[config.mk]
export PLATFORM = sky130hd
export DESIGN_NAME = cdt_bist_ext
export DESIGN_NICKNAME = d
export VERILOG_FILES = /design/src/cdt_pkg.sv /design/src/cdt_bist_ext.sv /design/src/cdt_pattern_gen.sv
export SDC_FILE = /design/constraint.sdc
export NUM_CORES = 1
export LEC_CHECK = 0
export BUFFER_PORTS_ARGS = -buffer_cell sky130_fd_sc_hd__buf_2
export CAP_MARGIN = 5
export CELL_PAD_IN_SITES_DETAIL_PLACEMENT = 1
export CELL_PAD_IN_SITES_GLOBAL_PLACEMENT = 1
export CORE_MARGIN = 5
export CORE_UTILIZATION = 35
export CTS_BUF_LIST = sky130_fd_sc_hd__clkbuf_8
export CTS_CLUSTER_SIZE = 25
export DETAILED_ROUTE_END_ITERATION = 7
export PLACE_DENSITY = 0.82
export SLEW_MARGIN = 20
export SYNTH_ARGS = -nofsm -noshare
export SYNTH_HDL_FRONTEND = slang
export SYNTH_HIERARCHICAL = 1
export SYNTH_SLANG_ARGS = --single-unit
[constraint.sdc]
create_clock -name clk_i -period 2 [get_ports clk_i]
set_clock_uncertainty 0.2 [all_clocks]
set_input_delay 0.3 -clock clk_i [delete_from_list [all_inputs] [get_ports clk_i]]
set_output_delay 0.3 -clock clk_i [all_outputs]
set_load 0.02 [all_outputs]
[src/cdt_pkg.sv]
// package for the common-driver test and self-test extension block
package cdt_pkg;

  // register map, byte addresses on a 32-bit wishbone word bus
  localparam logic [7:0] CDT_CTRL_INDEX = 8'h1b;
  localparam logic [7:0] CDT_CTRL_ADDR = {CDT_CTRL_INDEX[5:0], 2'b00};
  localparam logic [7:0] CDT_IRQ_STATUS_ADDR = 8'h80;
  localparam logic [7:0] CDT_IRQ_MASK_ADDR = 8'h84;

  // control register field positions
  localparam int CDT_ERRCNT_LSB = 8;
  localparam int CDT_RSVD_BIT = 7;
  localparam int CDT_CLKFORCE_BIT = 6;
  localparam int CDT_CONT_BIT = 5;
  localparam int CDT_PATEN_BIT = 4;
  localparam int CDT_PULLUP_BIT = 3;
  localparam int CDT_GAP_BIT = 2;
  localparam int CDT_SEL_LSB = 0;

  // reset values
  localparam logic [7:0] CDT_CTRL_RESET = 8'h00;
  localparam logic [7:0] CDT_ERRCNT_RESET = 8'h00;
  localparam logic [7:0] CDT_ERRCNT_MAX = 8'hff;
  localparam logic [2:0] CDT_IRQ_RESET = 3'h0;

  // interrupt status bits
  localparam int CDT_IRQ_ERR_BIT = 0;
  localparam int CDT_IRQ_SAT_BIT = 1;
  localparam int CDT_IRQ_SEQ_BIT = 2;

  // pattern select codes
  localparam logic [1:0] CDT_SEL_DATA_END_OF_PACKET_VARIANT0 = 2'h0;
  localparam logic [1:0] CDT_SEL_DATA_END_OF_PACKET_VARIANT1 = 2'h1;
  localparam logic [1:0] CDT_SEL_LINK_PULSE = 2'h2;
  localparam logic [1:0] CDT_SEL_TONE = 2'h3;

  // gap timing
  localparam int CDT_CLK_MHZ = 100;
  localparam int CDT_GAP_SHORT_US = 10;
  localparam int CDT_GAP_LONG_US = 15;
  localparam int CDT_GAP_SHORT_CYC = CDT_GAP_SHORT_US * CDT_CLK_MHZ;
  localparam int CDT_GAP_LONG_CYC = CDT_GAP_LONG_US * CDT_CLK_MHZ;
  localparam int CDT_GAP_W = 11;

  typedef struct packed {
    logic active;
    logic [1:0] kind;
    logic start;
  } cdt_pattern_type;

endpackage

[src/cdt_bist_ext.sv]
// common-driver test and packet self-test extension register block, wishbone slave
//
// Overview of operation
// - While self-test runs, each errored received nibble adds one to the 8-bit counter in bits 15:8.
// - Restarting a self-test run clears the error counter to zero.
// - The error counter stops at ff and never wraps.
// - With the clock-force bit set both transmit and receive clocks run in any interface mode.
// - In rmii slave mode both mii clocks stay off unless the clock-force bit is set.
// - With the continuous bit set, pseudorandom data is sent with no gaps between packets.
// - Continuous sending only acts while self-test is also enabled in the main phy control register.
// - With pattern enable set the selected common-driver pattern is sent, otherwise none.
// - The internal management data pull-up is on while its enable bit is one.
// - The pull-up enable bit is cleared by hard reset only, not by soft reset.
// - Test sequences are spaced by 15 us when the gap bit is one and 10 us when it is zero.
// - Select 00 sends data with end variant zero, 01 with end variant one, 10 sends link pulses.
// - Select 11 sends constant manchester ones as a 10 MHz tone.
//
// Added by the designer: the Wishbone interface to the registers.
`timescale 1ns/1ps
module cdt_bist_ext
  import cdt_pkg::*;
(
  input wire logic clk_i, // core clock, 100 MHz
  input wire logic rst_i, // hard reset, synchronous
  input wire logic soft_reset_i, // soft reset pulse
  input wire logic [7:0] wb_adr_i, // byte address
  input wire logic [31:0] wb_dat_i, // write data
  output logic [31:0] wb_dat_o, // read data
  input wire logic wb_we_i, // write enable
  input wire logic [3:0] wb_sel_i, // byte lanes
  input wire logic wb_cyc_i, // bus cycle
  input wire logic wb_stb_i, // strobe
  output logic wb_ack_o, // acknowledge
  input wire logic selftest_enable_i, // self-test enabled in main control
  input wire logic selftest_start_i, // self-test run restarted, pulse
  input wire logic nibble_error_i, // errored nibble received, pulse
  input wire logic rmii_slave_mode_i, // interface mode is rmii slave
  input wire logic seq_done_i, // line driver finished a sequence
  output logic tx_clk_en_o, // drive tx clock
  output logic rx_clk_en_o, // drive rx clock
  output logic continuous_tx_o, // gapless pseudorandom transmit
  output logic mgmt_data_pullup_o, // internal pull-up on mdio
  output cdt_pattern_type pattern_o, // common-driver pattern request
  output logic irq_o // interrupt, level
);

  logic [7:0] ctrl_reg;
  logic [7:0] err_cnt_reg;
  logic [2:0] irq_status_reg;
  logic [2:0] irq_mask_reg;
  logic ack_reg;
  logic [31:0] dat_reg;
  logic [31:0] rd_data;
  logic req;
  logic wr_commit;
  logic wr_ctrl;
  logic err_count;
  logic err_saturate;
  logic seq_end;
  logic [2:0] irq_events;

  assign req = wb_cyc_i && wb_stb_i;
  // writes land on the edge where the master sees ack, never earlier
  assign wr_commit = req && wb_we_i && ack_reg;
  assign wr_ctrl = wr_commit && wb_adr_i == CDT_CTRL_ADDR && wb_sel_i[0];

  always_comb
  begin
    rd_data = '0;
    unique case (wb_adr_i)
      CDT_CTRL_ADDR: rd_data = {16'h0000, err_cnt_reg, ctrl_reg};
      CDT_IRQ_STATUS_ADDR: rd_data = {29'h0, irq_status_reg};
      CDT_IRQ_MASK_ADDR: rd_data = {29'h0, irq_mask_reg};
      default: rd_data = '0;
    endcase
  end

  // one wait state, ack drops the cycle after it was given
  always_ff @(posedge clk_i)
  begin
    if (rst_i)
    begin
      ack_reg <= 1'b0;
      dat_reg <= '0;
    end
    else
    begin
      ack_reg <= req && !ack_reg;
      if (req && !ack_reg)
        dat_reg <= rd_data;
    end
  end

  assign wb_ack_o = ack_reg;
  assign wb_dat_o = dat_reg;

  // low byte of control; keeps its value over soft reset, unlike the error counter
  always_ff @(posedge clk_i)
  begin
    if (rst_i)
      ctrl_reg <= CDT_CTRL_RESET;
    else if (wr_ctrl)
      ctrl_reg <= wb_dat_i[7:0];
  end

  assign err_count = selftest_enable_i && nibble_error_i && err_cnt_reg != CDT_ERRCNT_MAX;
  assign err_saturate = err_count && err_cnt_reg == CDT_ERRCNT_MAX - 8'h01;

  // counter is read only: bus writes never reach it
  always_ff @(posedge clk_i)
  begin
    if (rst_i || soft_reset_i)
      err_cnt_reg <= CDT_ERRCNT_RESET;
    else if (selftest_start_i)
      err_cnt_reg <= CDT_ERRCNT_RESET;
    else if (err_count)
      err_cnt_reg <= err_cnt_reg + 8'h01;
  end

  assign irq_events = {seq_end, err_saturate, err_count};

  // set wins over write-one-to-clear so no event is lost
  always_ff @(posedge clk_i)
  begin
    if (rst_i)
    begin
      irq_status_reg <= CDT_IRQ_RESET;
      irq_mask_reg <= CDT_IRQ_RESET;
    end
    else
    begin
      if (wr_commit && wb_adr_i == CDT_IRQ_STATUS_ADDR && wb_sel_i[0])
        irq_status_reg <= (irq_status_reg & ~wb_dat_i[2:0]) | irq_events;
      else
        irq_status_reg <= irq_status_reg | irq_events;
      if (wr_commit && wb_adr_i == CDT_IRQ_MASK_ADDR && wb_sel_i[0])
        irq_mask_reg <= wb_dat_i[2:0];
    end
  end

  assign irq_o = |(irq_status_reg & irq_mask_reg);

  assign tx_clk_en_o = ctrl_reg[CDT_CLKFORCE_BIT] || !rmii_slave_mode_i;
  assign rx_clk_en_o = ctrl_reg[CDT_CLKFORCE_BIT] || !rmii_slave_mode_i;
  // gated by the main self-test enable; jabber must already be off in software
  assign continuous_tx_o = ctrl_reg[CDT_CONT_BIT] && selftest_enable_i;
  assign mgmt_data_pullup_o = ctrl_reg[CDT_PULLUP_BIT];

  cdt_pattern_gen u_pattern
  (
    .clk_i(clk_i),
    .rst_i(rst_i),
    .soft_reset_i(soft_reset_i),
    .enable_i(ctrl_reg[CDT_PATEN_BIT]),
    .sel_i(ctrl_reg[CDT_SEL_LSB +: 2]),
    .gap_long_i(ctrl_reg[CDT_GAP_BIT]),
    .seq_done_i(seq_done_i),
    .pattern_o(pattern_o),
    .seq_end_o(seq_end)
  );
endmodule

[src/cdt_pattern_gen.sv]
// common-driver test pattern sequencer with inter-sequence gap timer
`timescale 1ns/1ps
module cdt_pattern_gen
  import cdt_pkg::*;
(
  input wire logic clk_i, // core clock
  input wire logic rst_i, // hard reset
  input wire logic soft_reset_i, // soft reset, restarts sequencer
  input wire logic enable_i, // pattern enable
  input wire logic [1:0] sel_i, // pattern select
  input wire logic gap_long_i, // 1 = long gap
  input wire logic seq_done_i, // line driver finished one sequence
  output cdt_pattern_type pattern_o, // pattern request to line driver
  output logic seq_end_o // one sequence finished
);

  typedef enum logic [1:0] {ST_IDLE, ST_SEND, ST_GAP} cdt_state_type;

  localparam logic [CDT_GAP_W-1:0] GAP_SHORT_LOAD = CDT_GAP_W'(CDT_GAP_SHORT_CYC - 1);
  localparam logic [CDT_GAP_W-1:0] GAP_LONG_LOAD = CDT_GAP_W'(CDT_GAP_LONG_CYC - 1);

  cdt_state_type state_reg;
  logic [CDT_GAP_W-1:0] gap_reg;
  cdt_pattern_type pattern_reg;
  logic seq_end_reg;

  // tone is continuous, so it never finishes a sequence or enters a gap
  always_ff @(posedge clk_i)
  begin
    if (rst_i || soft_reset_i)
    begin
      state_reg <= ST_IDLE;
      gap_reg <= '0;
    end
    else
    begin
      unique case (state_reg)
        ST_IDLE:
        begin
          if (enable_i)
            state_reg <= ST_SEND;
        end
        ST_SEND:
        begin
          if (!enable_i)
            state_reg <= ST_IDLE;
          else if (sel_i != CDT_SEL_TONE && seq_done_i)
          begin
            state_reg <= ST_GAP;
            gap_reg <= gap_long_i ? GAP_LONG_LOAD : GAP_SHORT_LOAD;
          end
        end
        ST_GAP:
        begin
          if (!enable_i)
            state_reg <= ST_IDLE;
          else if (gap_reg == '0)
            state_reg <= ST_SEND;
          else
            gap_reg <= gap_reg - 1'b1;
        end
      endcase
    end
  end

  always_ff @(posedge clk_i)
  begin
    if (rst_i || soft_reset_i)
    begin
      pattern_reg <= '0;
      seq_end_reg <= 1'b0;
    end
    else
    begin
      pattern_reg.active <= enable_i && (state_reg == ST_SEND);
      pattern_reg.kind <= sel_i;
      pattern_reg.start <= enable_i && ((state_reg == ST_IDLE) || (state_reg == ST_GAP && gap_reg == '0));
      seq_end_reg <= enable_i && state_reg == ST_SEND && sel_i != CDT_SEL_TONE && seq_done_i;
    end
  end

  assign pattern_o = pattern_reg;
  assign seq_end_o = seq_end_reg;

  localparam int LONG_LOAD_I = CDT_GAP_LONG_CYC - 1;
  localparam int SHORT_LOAD_I = CDT_GAP_SHORT_CYC - 1;
endmodule

# After elaboration in Yosys (flattened, before gate mapping)
# Index checks and enable logic that the tools add are counted.
dict set report word_totals {
  output_inout_bits 42
  regBits 73
  in_bits 55
}
dict set report op_classes {
  n_bitwise 5
  n_reduce_logical 32
  eq_ne 15
  n_mux 14
  addsub 2
}
# cell n
set op_table {}
lappend op_table {{$mux W11} 5}
lappend op_table {{$pmux W16 S3} 1}
lappend op_table {{$eq A8 B8 Y1 const B} 3}
lappend op_table {{$pmux W11 S2} 1}
lappend op_table {{$logic_and A1 B1 Y1} 20}
lappend op_table {{$logic_not A11 Y1} 1}
lappend op_table {{$sub A11 B1 Y11 const B} 1}
lappend op_table {{$mux W2} 5}
lappend op_table {{$ne A2 B2 Y1 const B} 5}
lappend op_table {{$add A8 B1 Y8 const B} 1}
lappend op_table {{$eq A8 B7 Y1 const B} 1}
lappend op_table {{$ne A8 B8 Y1 const B} 1}
lappend op_table {{$and A3 B3 Y3} 2}
lappend op_table {{$ne A3 B2 Y1 const B} 2}
lappend op_table {{$or A3 B3 Y3} 2}
lappend op_table {{$pmux W2 S3} 1}
lappend op_table {{$reduce_and A5 Y1} 1}
lappend op_table {{$logic_or A1 B1 Y1} 3}
lappend op_table {{$mux W3} 1}
lappend op_table {{$not A3 Y3} 1}
lappend op_table {{$reduce_and A3 Y1} 1}
lappend op_table {{$reduce_or A3 Y1} 1}
lappend op_table {{$eq A2 B1 Y1 const B} 1}
lappend op_table {{$eq A2 B2 Y1 const B} 1}
lappend op_table {{5 further kinds} 6}

# Logic depth before layout (Yosys ltp)
# Gate-level depths: netlist of run 1.
dict set report logic_depth {
  ltp_word 6
  depth_mapped 7
}

# Modules after synthesis
# The synthesis of run 1 kept the hierarchy.
# mod area_per_inst_um2 cells_each instances seq_area_each_um2
set by_module_without_submodules {}
lappend by_module_without_submodules {cdt_bist_ext 1790.5 193 1 780.7}
lappend by_module_without_submodules {cdt_pattern_gen 1087.3 122 1 360.3}

# Worst setup path after synthesis of run 1
# Ideal clock, no wire load.
dict set report synth_path {
  path_type {flip-flop to flip-flop}
  from {register u_pattern.gap_reg[0]}
  to {register u_pattern.gap_reg[3]}
  path_stages_with_launch 8
  setup_time_ps 70
  required_ps 1730
  synth_period_minus_slack_ps 2030
  arrival_time_ps 1760
  setup_slack_ps -30
  path_buffers 1
  cell_sequence {dfxtp_1 > inv_1 > ha_1 > nor3b_2 > and4_1 > buf_6 > or4_1 > a21oi_1}
}
dict set report synth_between {
  elab_chain_len 4
  word_cells_on_any_way 7
  cone_classes {add/sub: 1; eq/ne: 1; mux: 3; reduce/logical: 2}
}
# item line_no
set synth_lines {}
lappend synth_lines {{start, declared} cdt_pattern_gen.sv:23} ;# logic [CDT_GAP_W-1:0] gap_reg;
lappend synth_lines {{start signal, assigned} cdt_pattern_gen.sv:50} ;# gap_reg <= gap_long_i ? GAP_LONG_LOAD : GAP_SHORT_LOAD;
lappend synth_lines {{start signal, assigned} cdt_pattern_gen.sv:60} ;# gap_reg <= gap_reg - 1'b1;
lappend synth_lines {{$sub A11 B1 Y11} cdt_pattern_gen.sv:60}
lappend synth_lines {{$mux W11} cdt_pattern_gen.sv:57} ;# else if (gap_reg == '0)
lappend synth_lines {{$mux W11} cdt_pattern_gen.sv:55} ;# if (!enable_i)
lappend synth_lines {{$pmux W11 S2} cdt_pattern_gen.sv:37} ;# unique case (state_reg)
# Several ways; a longest one is shown, not always the timed one. The select of a mux whose other input is x is not followed.
# A chain may end at the register's enable or synchronous reset.

# Worst setup path in the final report of run 1
dict set report layout_path {
  from {register u_pattern.state_reg[0]}
  to {register u_pattern.gap_reg[4]}
}
dict set report layout_between {
  elab_chain_len 3
  word_cells_on_any_way 9
  cone_classes {eq/ne: 6; mux: 1; reduce/logical: 2}
}
# item line_no
set layout_lines {}
lappend layout_lines {{start, declared} cdt_pattern_gen.sv:22} ;# cdt_state_type state_reg;
lappend layout_lines {{start signal, assigned} cdt_pattern_gen.sv:32} ;# state_reg <= ST_IDLE;
lappend layout_lines {{start signal, assigned} cdt_pattern_gen.sv:41} ;# state_reg <= ST_SEND;
lappend layout_lines {{start signal, assigned} cdt_pattern_gen.sv:46} ;# state_reg <= ST_IDLE;
lappend layout_lines {{$eq A2 B1 Y1 / $eq A2 B2 Y1 (equally long branches)} cdt_pattern_gen.sv:37}
lappend layout_lines {{$ne A2 B1 Y1 (no source line) (tied with other cells)} --}
lappend layout_lines {{$reduce_and A5 Y1 (no source line)} --}
# Several ways; a longest one is shown, not always the timed one.

==> results.tsv, run 1 <==
stage	metric	value	unit
yosys	syn_area	2880	sq um
floorplan	fp.dieW	101	um
final_layout	drive_gt1_frac	0.345	
yosys	synth_area_leader_cell	dfxtp_1	
final_layout	area_growth_syn_to_layout	30.6	%
sta	fin_crit_sh	0.993	
setup_path	reg2reg_depth	8	
global_routing	grt_pass1_vias	2968	
clock_tree	clk_latency	0.36	ns
yosys	avgSynthCellArea	9.14	sq um
place	gp_congestion	0.886	
routing	vias	2801	
worst_hold_path	min_path_type	input port to flop	
global_routing	grt_max_degree	32	
global_routing	antenna_found_initial	0	
place	post-place-ws	-0.139	ns
floorplan	initial_core_util	0.356	
sta	setup_violations	0	
clock_tree	clockBufferDepth	2	
floorplan	ios	97	
setup_path	required	2.03	ns
sta	setup_slack	0.0146	ns
routing	first_pass_iters	4	
sta	drv_slew	0	
yosys	synthArstFlopShare	0	
routing	drtIter0Drc	153	
final_layout	largest_reg_flops	16	
clock_tree	numCtsBuffers	9	
global_routing	grt-ovfl-total	0	
clock_tree	clk_pin_slew_worst_paths	0.07	ns
worst_hold_path	whs_path_depth	3	
power_and_ir_drop	totalPowerFinal	2480	uW
sta	finalHoldViolations	0	
global_routing	grt_use_total	0.194	
final_layout	final_cell_mix	dfxtp_1 (54), buf_2 (53), nor2_1 (45), buf_4 (38)	
yosys	syn_inst	315	
place	hpwl	6360	um
clock_tree	htree_levels	3	
sta	min_period	1.99	ns
setup_path	critPathMaxFanout	9	
power_and_ir_drop	p_leak	0.00150	uW
final_layout	nets	465	
setup_path	worst_path_max_delay_cell	dfxtp_4	
run	drv_cap	0	
yosys	synth_edf_count	0	
setup_path	max_stage_delay	0.36	ns
routing	wl_per_cell	18.9	um
floorplan	core_area	8090	sq um
setup_path	worst-setup-path-type	flop to flop	
routing	ant_nets	0	
final_layout	final_common_cell	dfxtp_1	
setup_path	start_kind	flop	
floorplan	dieArea	10100	sq um
yosys	synth.distinct_cells	56	
sta	fmax	504	MHz
setup_path	arrival	2.02	ns
routing	via_per_inst	5.45	
clock_tree	cts_tree	yes	
global_routing	grt_pass1_wl	15400	um
clock_tree	cts.sinks	57	
final_layout	n_antenna_cell	0	
yosys	synth.top_cell.area_share	0.397	
place	port_buffers	53	
routing	drc	0	
setup_path	worstSetupEndpointType	flop	
routing	wirelength	9720	um
sta	finalSetupTns	0	ns
power_and_ir_drop	p_per_area	659	nW/um^2
power_and_ir_drop	ir_drop	0.308	mV
setup_path	crit_chain	inv_1, ha_4, buf_4, inv_1, mux2i_1, buf_4, o2111ai_1, a32o_1	
outcome	status	complete, no violations	
yosys	ys_seq_area_frac	0.397	
yosys	synth_area_leaders	dfxtp_1 (40%), nor2_1 (6.0%), mux2i_1 (4.9%)	
yosys	yosys_warnings	6	
floorplan	rows	33	
clock_tree	cts_root_buffer	clkbuf_8	
yosys	ys_ff_latch	57	
floorplan	die_h	101	um
yosys	synth_ff_type	dfxtp_1	
==> power breakdown <==
part / internal (uW) / total [uW] / leakage (uW) / switching [uW]
Clock: 675 / 1180 / 0.000105 / 509
Sequential: 1140 / 1140 / 0.000461 / 4.12
Combinational: 50.4 / 153 / 0.000932 / 103
Total: 1860 / 2480 / 0.00150 / 616
==> routing by layer <==
metal	GRT usage	wire (um)	vias up
met4	0.0943	296	0
li1	-	-	1307
met5	0	0	-
met2	0.336	5060	82
met1	0.226	3940	1391
met3	0.0401	427	21
==> metrics by stage <==
stage / hold WS (ns) / std cells / utilization / instance area (sq um)
3_5_place_dp: 0.260 / 494 / 0.420 / 3400
6_report: 0.00793 / 514 / 0.464 / 3760
5_1_grt: 0.0326 / 514 / 0.464 / 3760
4_1_cts: 0.00268 / 513 / 0.453 / 3660
3_3_place_gp: 0.256 / 494 / 0.420 / 3400
2_1_floorplan: 0.172 / 330 / - / 2940
==> critical path, delay by kind of cell (launching register included) <==
family / cells / cell delay [ns]
fa+ha+maj: 1 / 0.20
compound gates: 2 / 0.40
flops: 1 / 0.36
mux: 1 / 0.16
buf+inv: 4 / 0.54
==> logic make-up after synthesis <==
logic type      Yosys count  synth area share
fa+ha+maj                 6            0.0261
xor+xnor                  5            0.0152
buf+inv                  45            0.0909
compound gates           68             0.171
simple gates            115             0.234
flops                    57             0.397
mux                      18            0.0643
other cells               1           0.00130
==> Yosys cell counts (all sizes together) (2+ instances only) <==
cell,count
nor2b,2
nand2,8
o2111ai,3
a31oi,7
a211oi,6
mux2i,14
o31ai,2
inv,13
nand4,3
o21ai,4
ha,6
nand3b,3
or3,2
and3,4
buf,25
nand3,8
nand4b,2
nor3,8
a32o,2
a22oi,16
clkbuf,5
and2b,2
nor4,6
mux2,4
and2,5
and4,3
xnor2,5
a311oi,6
nand2b,2
o41ai,2
dfxtp,57
nor2,46
a21bo,2
a21oi,12
nor3b,2
nor4b,2
or4,4
==> what timing repair did <==
item                                    CTS  global route
resized for setup                         5            20
hold endpoints to repair                  3             0
setup buffers                             0             1
pin swaps                                 0             4
endpoints found under the setup margin   10            14
hold buffers                              3             0
==> final timing paths <==
| kind | start | endpoint | slack (ns) |
|---|---|---|---|
| worst min register to register | u_pattern/gap_reg[9] | u_pattern/gap_reg[9] | 0.26 |
| worst min-delay path | wb_dat_i[5] | ctrl_reg[5] | 0.008 |
| worst max register to register | u_pattern/state_reg[0] | u_pattern/gap_reg[4] | 0.01 |
| worst max-delay path | u_pattern/state_reg[0] | u_pattern/gap_reg[4] | 0.01 |
==> area by class of cell <==
| cell class | instances | area, sq um |
|---|---|---|
| fillers | 974 | 4330 |
| multi-input cells | 228 | 1630 |
| flip-flops and latches | 57 | 1150 |
| repair buffers | 94 | 581 |
| clock buffers | 12 | 165 |
| well taps | 105 | 131 |
| inverters | 14 | 52.6 |
| clock inverters | 4 | 50.0 |
No activity file was read; power rests on OpenSTA's default activity.
==> inputs of run 2 (changes only) <==
==> constraint.sdc (replaced) <==
create_clock -name clk_i -period 2 [get_ports clk_i]
set_clock_uncertainty 0.2 [all_clocks]
set_input_delay 0.3 -clock clk_i [delete_from_list [all_inputs] [get_ports clk_i]]
set_output_delay 0.3 -clock clk_i [all_outputs]
set_load 0.05 [all_outputs]
==> run 2 against run 1 <==
Net effect:
- sequential cell count stayed put
- worst setup slack improved by 0.0078 ns
- global-route usage shrank 0.21 points
- largest power group unchanged
- largest cell class unchanged
- sequential power about the same
- final area decreased by 0.70%
==> results.tsv, run 2 (same netlist as run 1, synthesis figures left out) <==
stage	metric	value	unit	change
outcome	status	complete, no violations		
sta	setup_violations	0		unchanged
setup_path	start_kind	flop		
routing	drtIter0Drc	163		+6.5%
power_and_ir_drop	ir_drop	0.281	mV	-8.8%
place	hpwl	6460	um	+1.5%
final_layout	n_antenna_cell	0		unchanged
floorplan	core_area	8090	sq um	unchanged
sta	worst-slew-pin-transition	0.519	ns	
routing	wirelength	9670	um	-0.48%
power_and_ir_drop	p_per_area	686	nW/um^2	+4.0%
clock_tree	cts_root_buffer	clkbuf_8		
floorplan	initial_core_util	0.356		unchanged
setup_path	worstSetupEndpointType	flop		
routing	drc	0		unchanged
setup_path	required	2.02	ns	about the same
setup_path	arrival	2.00	ns	-0.02 ns
sta	finalHoldViolations	0		unchanged
run	drv_cap	0		unchanged
sta	fmax	506	MHz	+0.39%
global_routing	antenna_found_initial	0		unchanged
routing	via_per_inst	5.49		+0.73%
global_routing	grt_use_total	0.192		-0.00207
sta	hold_ws	0.0589	ns	+0.0510 ns
routing	first_pass_iters	4		unchanged
setup_path	critPathMaxFanout	8		-1
clock_tree	cts.sinks	57		unchanged
worst_hold_path	min_path_type	input port to flop		
floorplan	ios	97		unchanged
global_routing	grt-ovfl-total	0		unchanged
floorplan	die_h	101	um	unchanged
clock_tree	cts_tree	yes		
place	port_buffers	53		unchanged
place	gp_congestion	0.890		+0.44%
power_and_ir_drop	p_leak	0.00148	uW	-1.1%
global_routing	grt_max_degree	32		unchanged
sta	fin_crit_sh	0.989		-0.00389
global_routing	grt_pass1_wl	15300	um	-1.0%
clock_tree	numCtsBuffers	9		unchanged
floorplan	fp.dieW	101	um	unchanged
sta	min_period	1.98	ns	-0.00778 ns
sta	relSlewSlack	0.651		
final_layout	final_cell_mix	dfxtp_1 (53), buf_2 (53), nor2_1 (45), buf_4 (34)		
final_layout	drive_gt1_frac	0.333		-0.0114
global_routing	grt_pass1_vias	3013		+1.5%
setup_path	reg2reg_depth	7		-1
final_layout	area_growth_syn_to_layout	29.7	%	
worst_hold_path	whs_path_depth	3		unchanged
place	post-place-ws	-0.160	ns	-0.0206 ns
clock_tree	clk_latency	0.35	ns	about the same
place	placedInstanceArea	3380	sq um	-0.63%
routing	wl_per_cell	18.9	um	-0.29%
setup_path	worst-setup-path-type	flop to flop		
final_layout	largest_reg_flops	16		unchanged
floorplan	rows	33		unchanged
final_layout	nets	464		-0.22%
final_layout	stdcell_area	3730	sq um	-0.70%
floorplan	dieArea	10100	sq um	unchanged
clock_tree	htree_levels	3		unchanged
routing	ant_nets	0		unchanged
sta	drv_slew	0		unchanged
routing	vias	2816		+0.54%
clock_tree	clk_pin_slew_worst_paths	0.07	ns	about the same
clock_tree	clockBufferDepth	2		unchanged
sta	setup_slack	0.0223	ns	+0.00778 ns
## run 2: metrics by stage
stage,power [uW],instances,TNS [ns],util
floorplan,1310,330,0,-
global placement,1350,491,-0.356,0.418
detailed placement,1350,491,-1.43,0.418
CTS,2570,513,0,0.453
global route,2650,513,-0.0517,0.461
finish,2560,513,0,0.461
## run 2: layout make-up
cell class                 count  area (sq um)
fill                         982          4360
multi-input combinational    228          1600
sequential                    57          1150
timing repair buffer          93           581
tap                          105           131
clock buffer                   9           124
clock inverter                 7          93.8
inverter                      14          52.6
## run 2: layer usage
layer / GRT usage / up-vias / share of wire / wire [um]
met5: 0 / - / 0 / 0
met4: 0.109 / 0 / 0.039 / 375
met3: 0.0394 / 27 / 0.033 / 324
met2: 0.319 / 66 / 0.51 / 4920
met1: 0.228 / 1422 / 0.42 / 4060
li1: - / 1301 / - / -
## run 2: what timing repair did
action | in CTS | in global routing
resized for setup | 3 | 17
hold endpoints to repair | 6 | 0
setup buffers | 0 | 0
hold buffers | 6 | 0
endpoints found under the setup margin | 10 | 12
pin swaps | 0 | 2
## run 2: path summary, 6_finish.rpt
kind / slack [ns] / to / startpoint
hold / removal: 0.06 / irq_mask_reg[1] / wb_dat_i[1]
hold reg to reg: 0.26 / u_pattern/gap_reg[9] / u_pattern/gap_reg[9]
setup / recovery: 0.02 / u_pattern/gap_reg[7] / u_pattern/state_reg[0]
setup reg to reg: 0.02 / u_pattern/gap_reg[7] / u_pattern/state_reg[0]
## run 2: critical path, stage by stage, from the launching register on
cell and delay, ns:
dfxtp_2 0.33, inv_1 0.12, ha_4 0.19, buf_4 0.16
nand3b_1 0.28, o2111ai_1 0.18, nor4_1 0.30, nor3_1 0.10
## run 2: report_power, final
part,internal (uW),total [uW],switching [uW]
Sequential,1140,1140,3.75
Combinational,54.3,203,149
Clock,700,1210,514
Total,1890,2560,667
==> inputs of run 3 (changes only) <==
--- a/config.mk
+++ b/config.mk
@@ -11,10 +11,10 @@
 export CELL_PAD_IN_SITES_GLOBAL_PLACEMENT = 1
 export CORE_MARGIN = 5
 export CORE_UTILIZATION = 35
-export CTS_BUF_LIST = sky130_fd_sc_hd__clkbuf_8
+export CTS_BUF_LIST = sky130_fd_sc_hd__clkbuf_2 sky130_fd_sc_hd__clkbuf_4 sky130_fd_sc_hd__clkbuf_8
 export CTS_CLUSTER_SIZE = 25
 export DETAILED_ROUTE_END_ITERATION = 7
-export PLACE_DENSITY = 0.82
+export PLACE_DENSITY_LB_ADDON = 0.3
 export SLEW_MARGIN = 20
 export SYNTH_ARGS = -nofsm -noshare
 export SYNTH_HDL_FRONTEND = slang
==> run 3 against run 2 <==
Net effect:
- sequential cell count unchanged
- wire length down 13%
- final cell count increased by 0.58%
- global-route usage decreased by 2.1 points
- first-iteration DRC count down 21%
- register-to-register slack better by 0.08 ns
==> results.tsv, run 3 (same netlist as run 1, synthesis figures left out) <==
stage	metric	value	unit	change
outcome	status	complete, no violations		
global_routing	grt_use_total	0.171		-0.0206
clock_tree	cts_root_buffer	clkbuf_8		
routing	via_per_inst	5.21		-5.2%
sta	worst-slew-pin-transition	0.531	ns	+0.0115 ns
final_layout	area_growth_syn_to_layout	30.5	%	
final_layout	drive_gt1_frac	0.343		+0.00973
clock_tree	cts_tree	yes		
setup_path	crit-reg2reg-launch	u_pattern/gap_reg[1]		
routing	ant_nets	0		unchanged
floorplan	rows	33		unchanged
setup_path	worst-setup-path-type	flop to flop		
global_routing	antenna_found_initial	0		unchanged
setup_path	r2r_end	u_pattern/gap_reg[3]		
floorplan	initial_core_util	0.356		unchanged
power_and_ir_drop	ir_drop	0.307	mV	+9.1%
routing	wirelength	8420	um	-13%
clock_tree	cts.sinks	57		unchanged
clock_tree	clk_latency	0.34	ns	about the same
clock_tree	clockBufferDepth	2		unchanged
setup_path	arrival	1.96	ns	-0.04 ns
final_layout	final_cell_mix	dfxtp_1 (53), buf_2 (53), nor2_1 (45), buf_4 (39)		
final_layout	instances_no_fill	516		+0.58%
place	port_buffers	53		unchanged
routing	vias	2686		-4.6%
clock_tree	clk_pin_slew_worst_paths	0.08	ns	about the same
sta	fmax	527	MHz	+4.3%
routing	first_pass_iters	4		unchanged
sta	relSlewSlack	0.639		-0.0120
sta	fin_crit_sh	0.948		-0.0404
setup_path	critPathCapture	u_pattern/gap_reg[3]		
sta	drv_slew	0		unchanged
setup_path	required	2.07	ns	+0.05 ns
setup_path	worstSetupEndpointType	flop		
place	gp_congestion	0.830		-6.8%
place	hpwl	6130	um	-5.1%
sta	min_period	1.90	ns	-0.0807 ns
floorplan	core_area	8090	sq um	unchanged
floorplan	fp.dieW	101	um	unchanged
floorplan	dieArea	10100	sq um	unchanged
global_routing	grt_max_degree	32		unchanged
setup_path	critPathMaxFanout	7		-1
setup_path	reg2reg_depth	6		-1
worst_hold_path	min_path_type	input port to flop		
final_layout	n_antenna_cell	0		unchanged
final_layout	largest_reg_flops	16		unchanged
floorplan	ios	97		unchanged
global_routing	grt_pass1_vias	2761		-8.4%
power_and_ir_drop	p_per_area	686	nW/um^2	+0.11%
final_layout	nets	467		+0.65%
global_routing	grt-ovfl-total	0		unchanged
clock_tree	numCtsBuffers	9		unchanged
setup_path	startpoint	u_pattern/gap_reg[1]		
clock_tree	htree_levels	3		unchanged
power_and_ir_drop	p_leak	0.00151	uW	+1.7%
setup_path	start_kind	flop		
routing	drc	0		unchanged
floorplan	die_h	101	um	unchanged
place	placed_cells	496		+1.0%
sta	finalHoldViolations	0		unchanged
routing	wl_per_cell	16.3	um	-14%
sta	rsz0062_at_grt	no		
routing	drtIter0Drc	129		-21%
global_routing	grt_pass1_wl	13700	um	-10%
sta	setup_violations	0		unchanged
final_layout	n_fill_cell	986		+0.41%
run	drv_cap	0		unchanged
setup_path	r2r_setup_slack	0.10	ns	+0.08 ns
power_and_ir_drop	totalPowerFinal	2580	uW	+0.71%
==> run 3: cell types whose count changed in the layout (fill, tap and decap cells not counted), sizes merged <==
cell / change
clkinv: +1
clkinvlp: -1
buf: +5
dlygate4sd3: -2
==> run 3: how the worst min path moves through the flow <==
stage	endpoint	slack, ns	depth (start not counted)	startpoint
floorplan	irq_status_reg[2]	0.17	1	rst_i
global placement	irq_status_reg[2]	0.26	2	u_pattern/seq_end_o
detailed placement	u_pattern/gap_reg[9]	0.26	2	u_pattern/gap_reg[9]
CTS	ctrl_reg[3]	0.0006	3	wb_dat_i[3]
global route	irq_status_reg[2]	0.01	2	wb_dat_i[2]
finish	ctrl_reg[3]	0.02	3	wb_dat_i[3]
==> run 3: through the flow <==
step | utilization | setup TNS (ns) | hold slack, ns | setup slack (ns) | area, sq um
floorplan | - | 0 | 0.172 | 0.00687 | 2940
global placement | 0.422 | -1.32 | 0.255 | -0.115 | 3420
detailed placement | 0.422 | -2.43 | 0.262 | -0.170 | 3420
CTS | 0.456 | 0 | 0.000635 | 0.00259 | 3690
global route | 0.464 | 0 | 0.0111 | 0.00200 | 3750
finish | 0.464 | 0 | 0.0238 | 0.103 | 3750
==> run 3: layer usage <==
| metal | vias up | GRT usage | part of all wire |
|---|---|---|---|
| met1 | 1308 | 0.225 | 0.46 |
| met2 | 58 | 0.276 | 0.49 |
| met5 | - | 0 | 0 |
| met4 | 0 | 0.0456 | 0.013 |
| li1 | 1310 | - | - |
| met3 | 10 | 0.0471 | 0.043 |
==> run 3: layout make-up <==
| type | count | area (sq um) | share of cell area |
|---|---|---|---|
| tap | 105 | 131 | 0.0350 |
| timing repair buffer | 96 | 598 | 0.159 |
| clock buffer | 9 | 124 | 0.0330 |
| clock inverter | 7 | 103 | 0.0273 |
| inverter | 14 | 52.6 | 0.0140 |
| sequential | 57 | 1150 | 0.307 |
| multi-input combinational | 228 | 1600 | 0.425 |
==> run 3: repair_timing <==
| item | CTS | global route |
|---|---|---|
| resized for setup | 3 | 18 |
| setup buffers | 0 | 0 |
| pin swaps | 0 | 1 |
| hold buffers | 4 | 0 |
| setup endpoints to repair | 7 | 9 |
| endpoints found under the hold margin | 4 | 0 |
==> run 3: power by group <==
group | switching [uW] | leakage, uW | internal, uW | total [uW]
Combinational | 144 | 0.000935 | 51.4 | 195
Sequential | 3.29 | 0.000462 | 1130 | 1140
Clock | 532 | 0.000110 | 712 | 1240
==> run 3: critical path: stages, from the launching register on <==
cell,delay (ns)
dfxtp_1,0.34
inv_1,0.05
ha_1,0.20
nor3b_2,0.18
and4_4,0.24
or4_1,0.47
a21oi_1,0.15
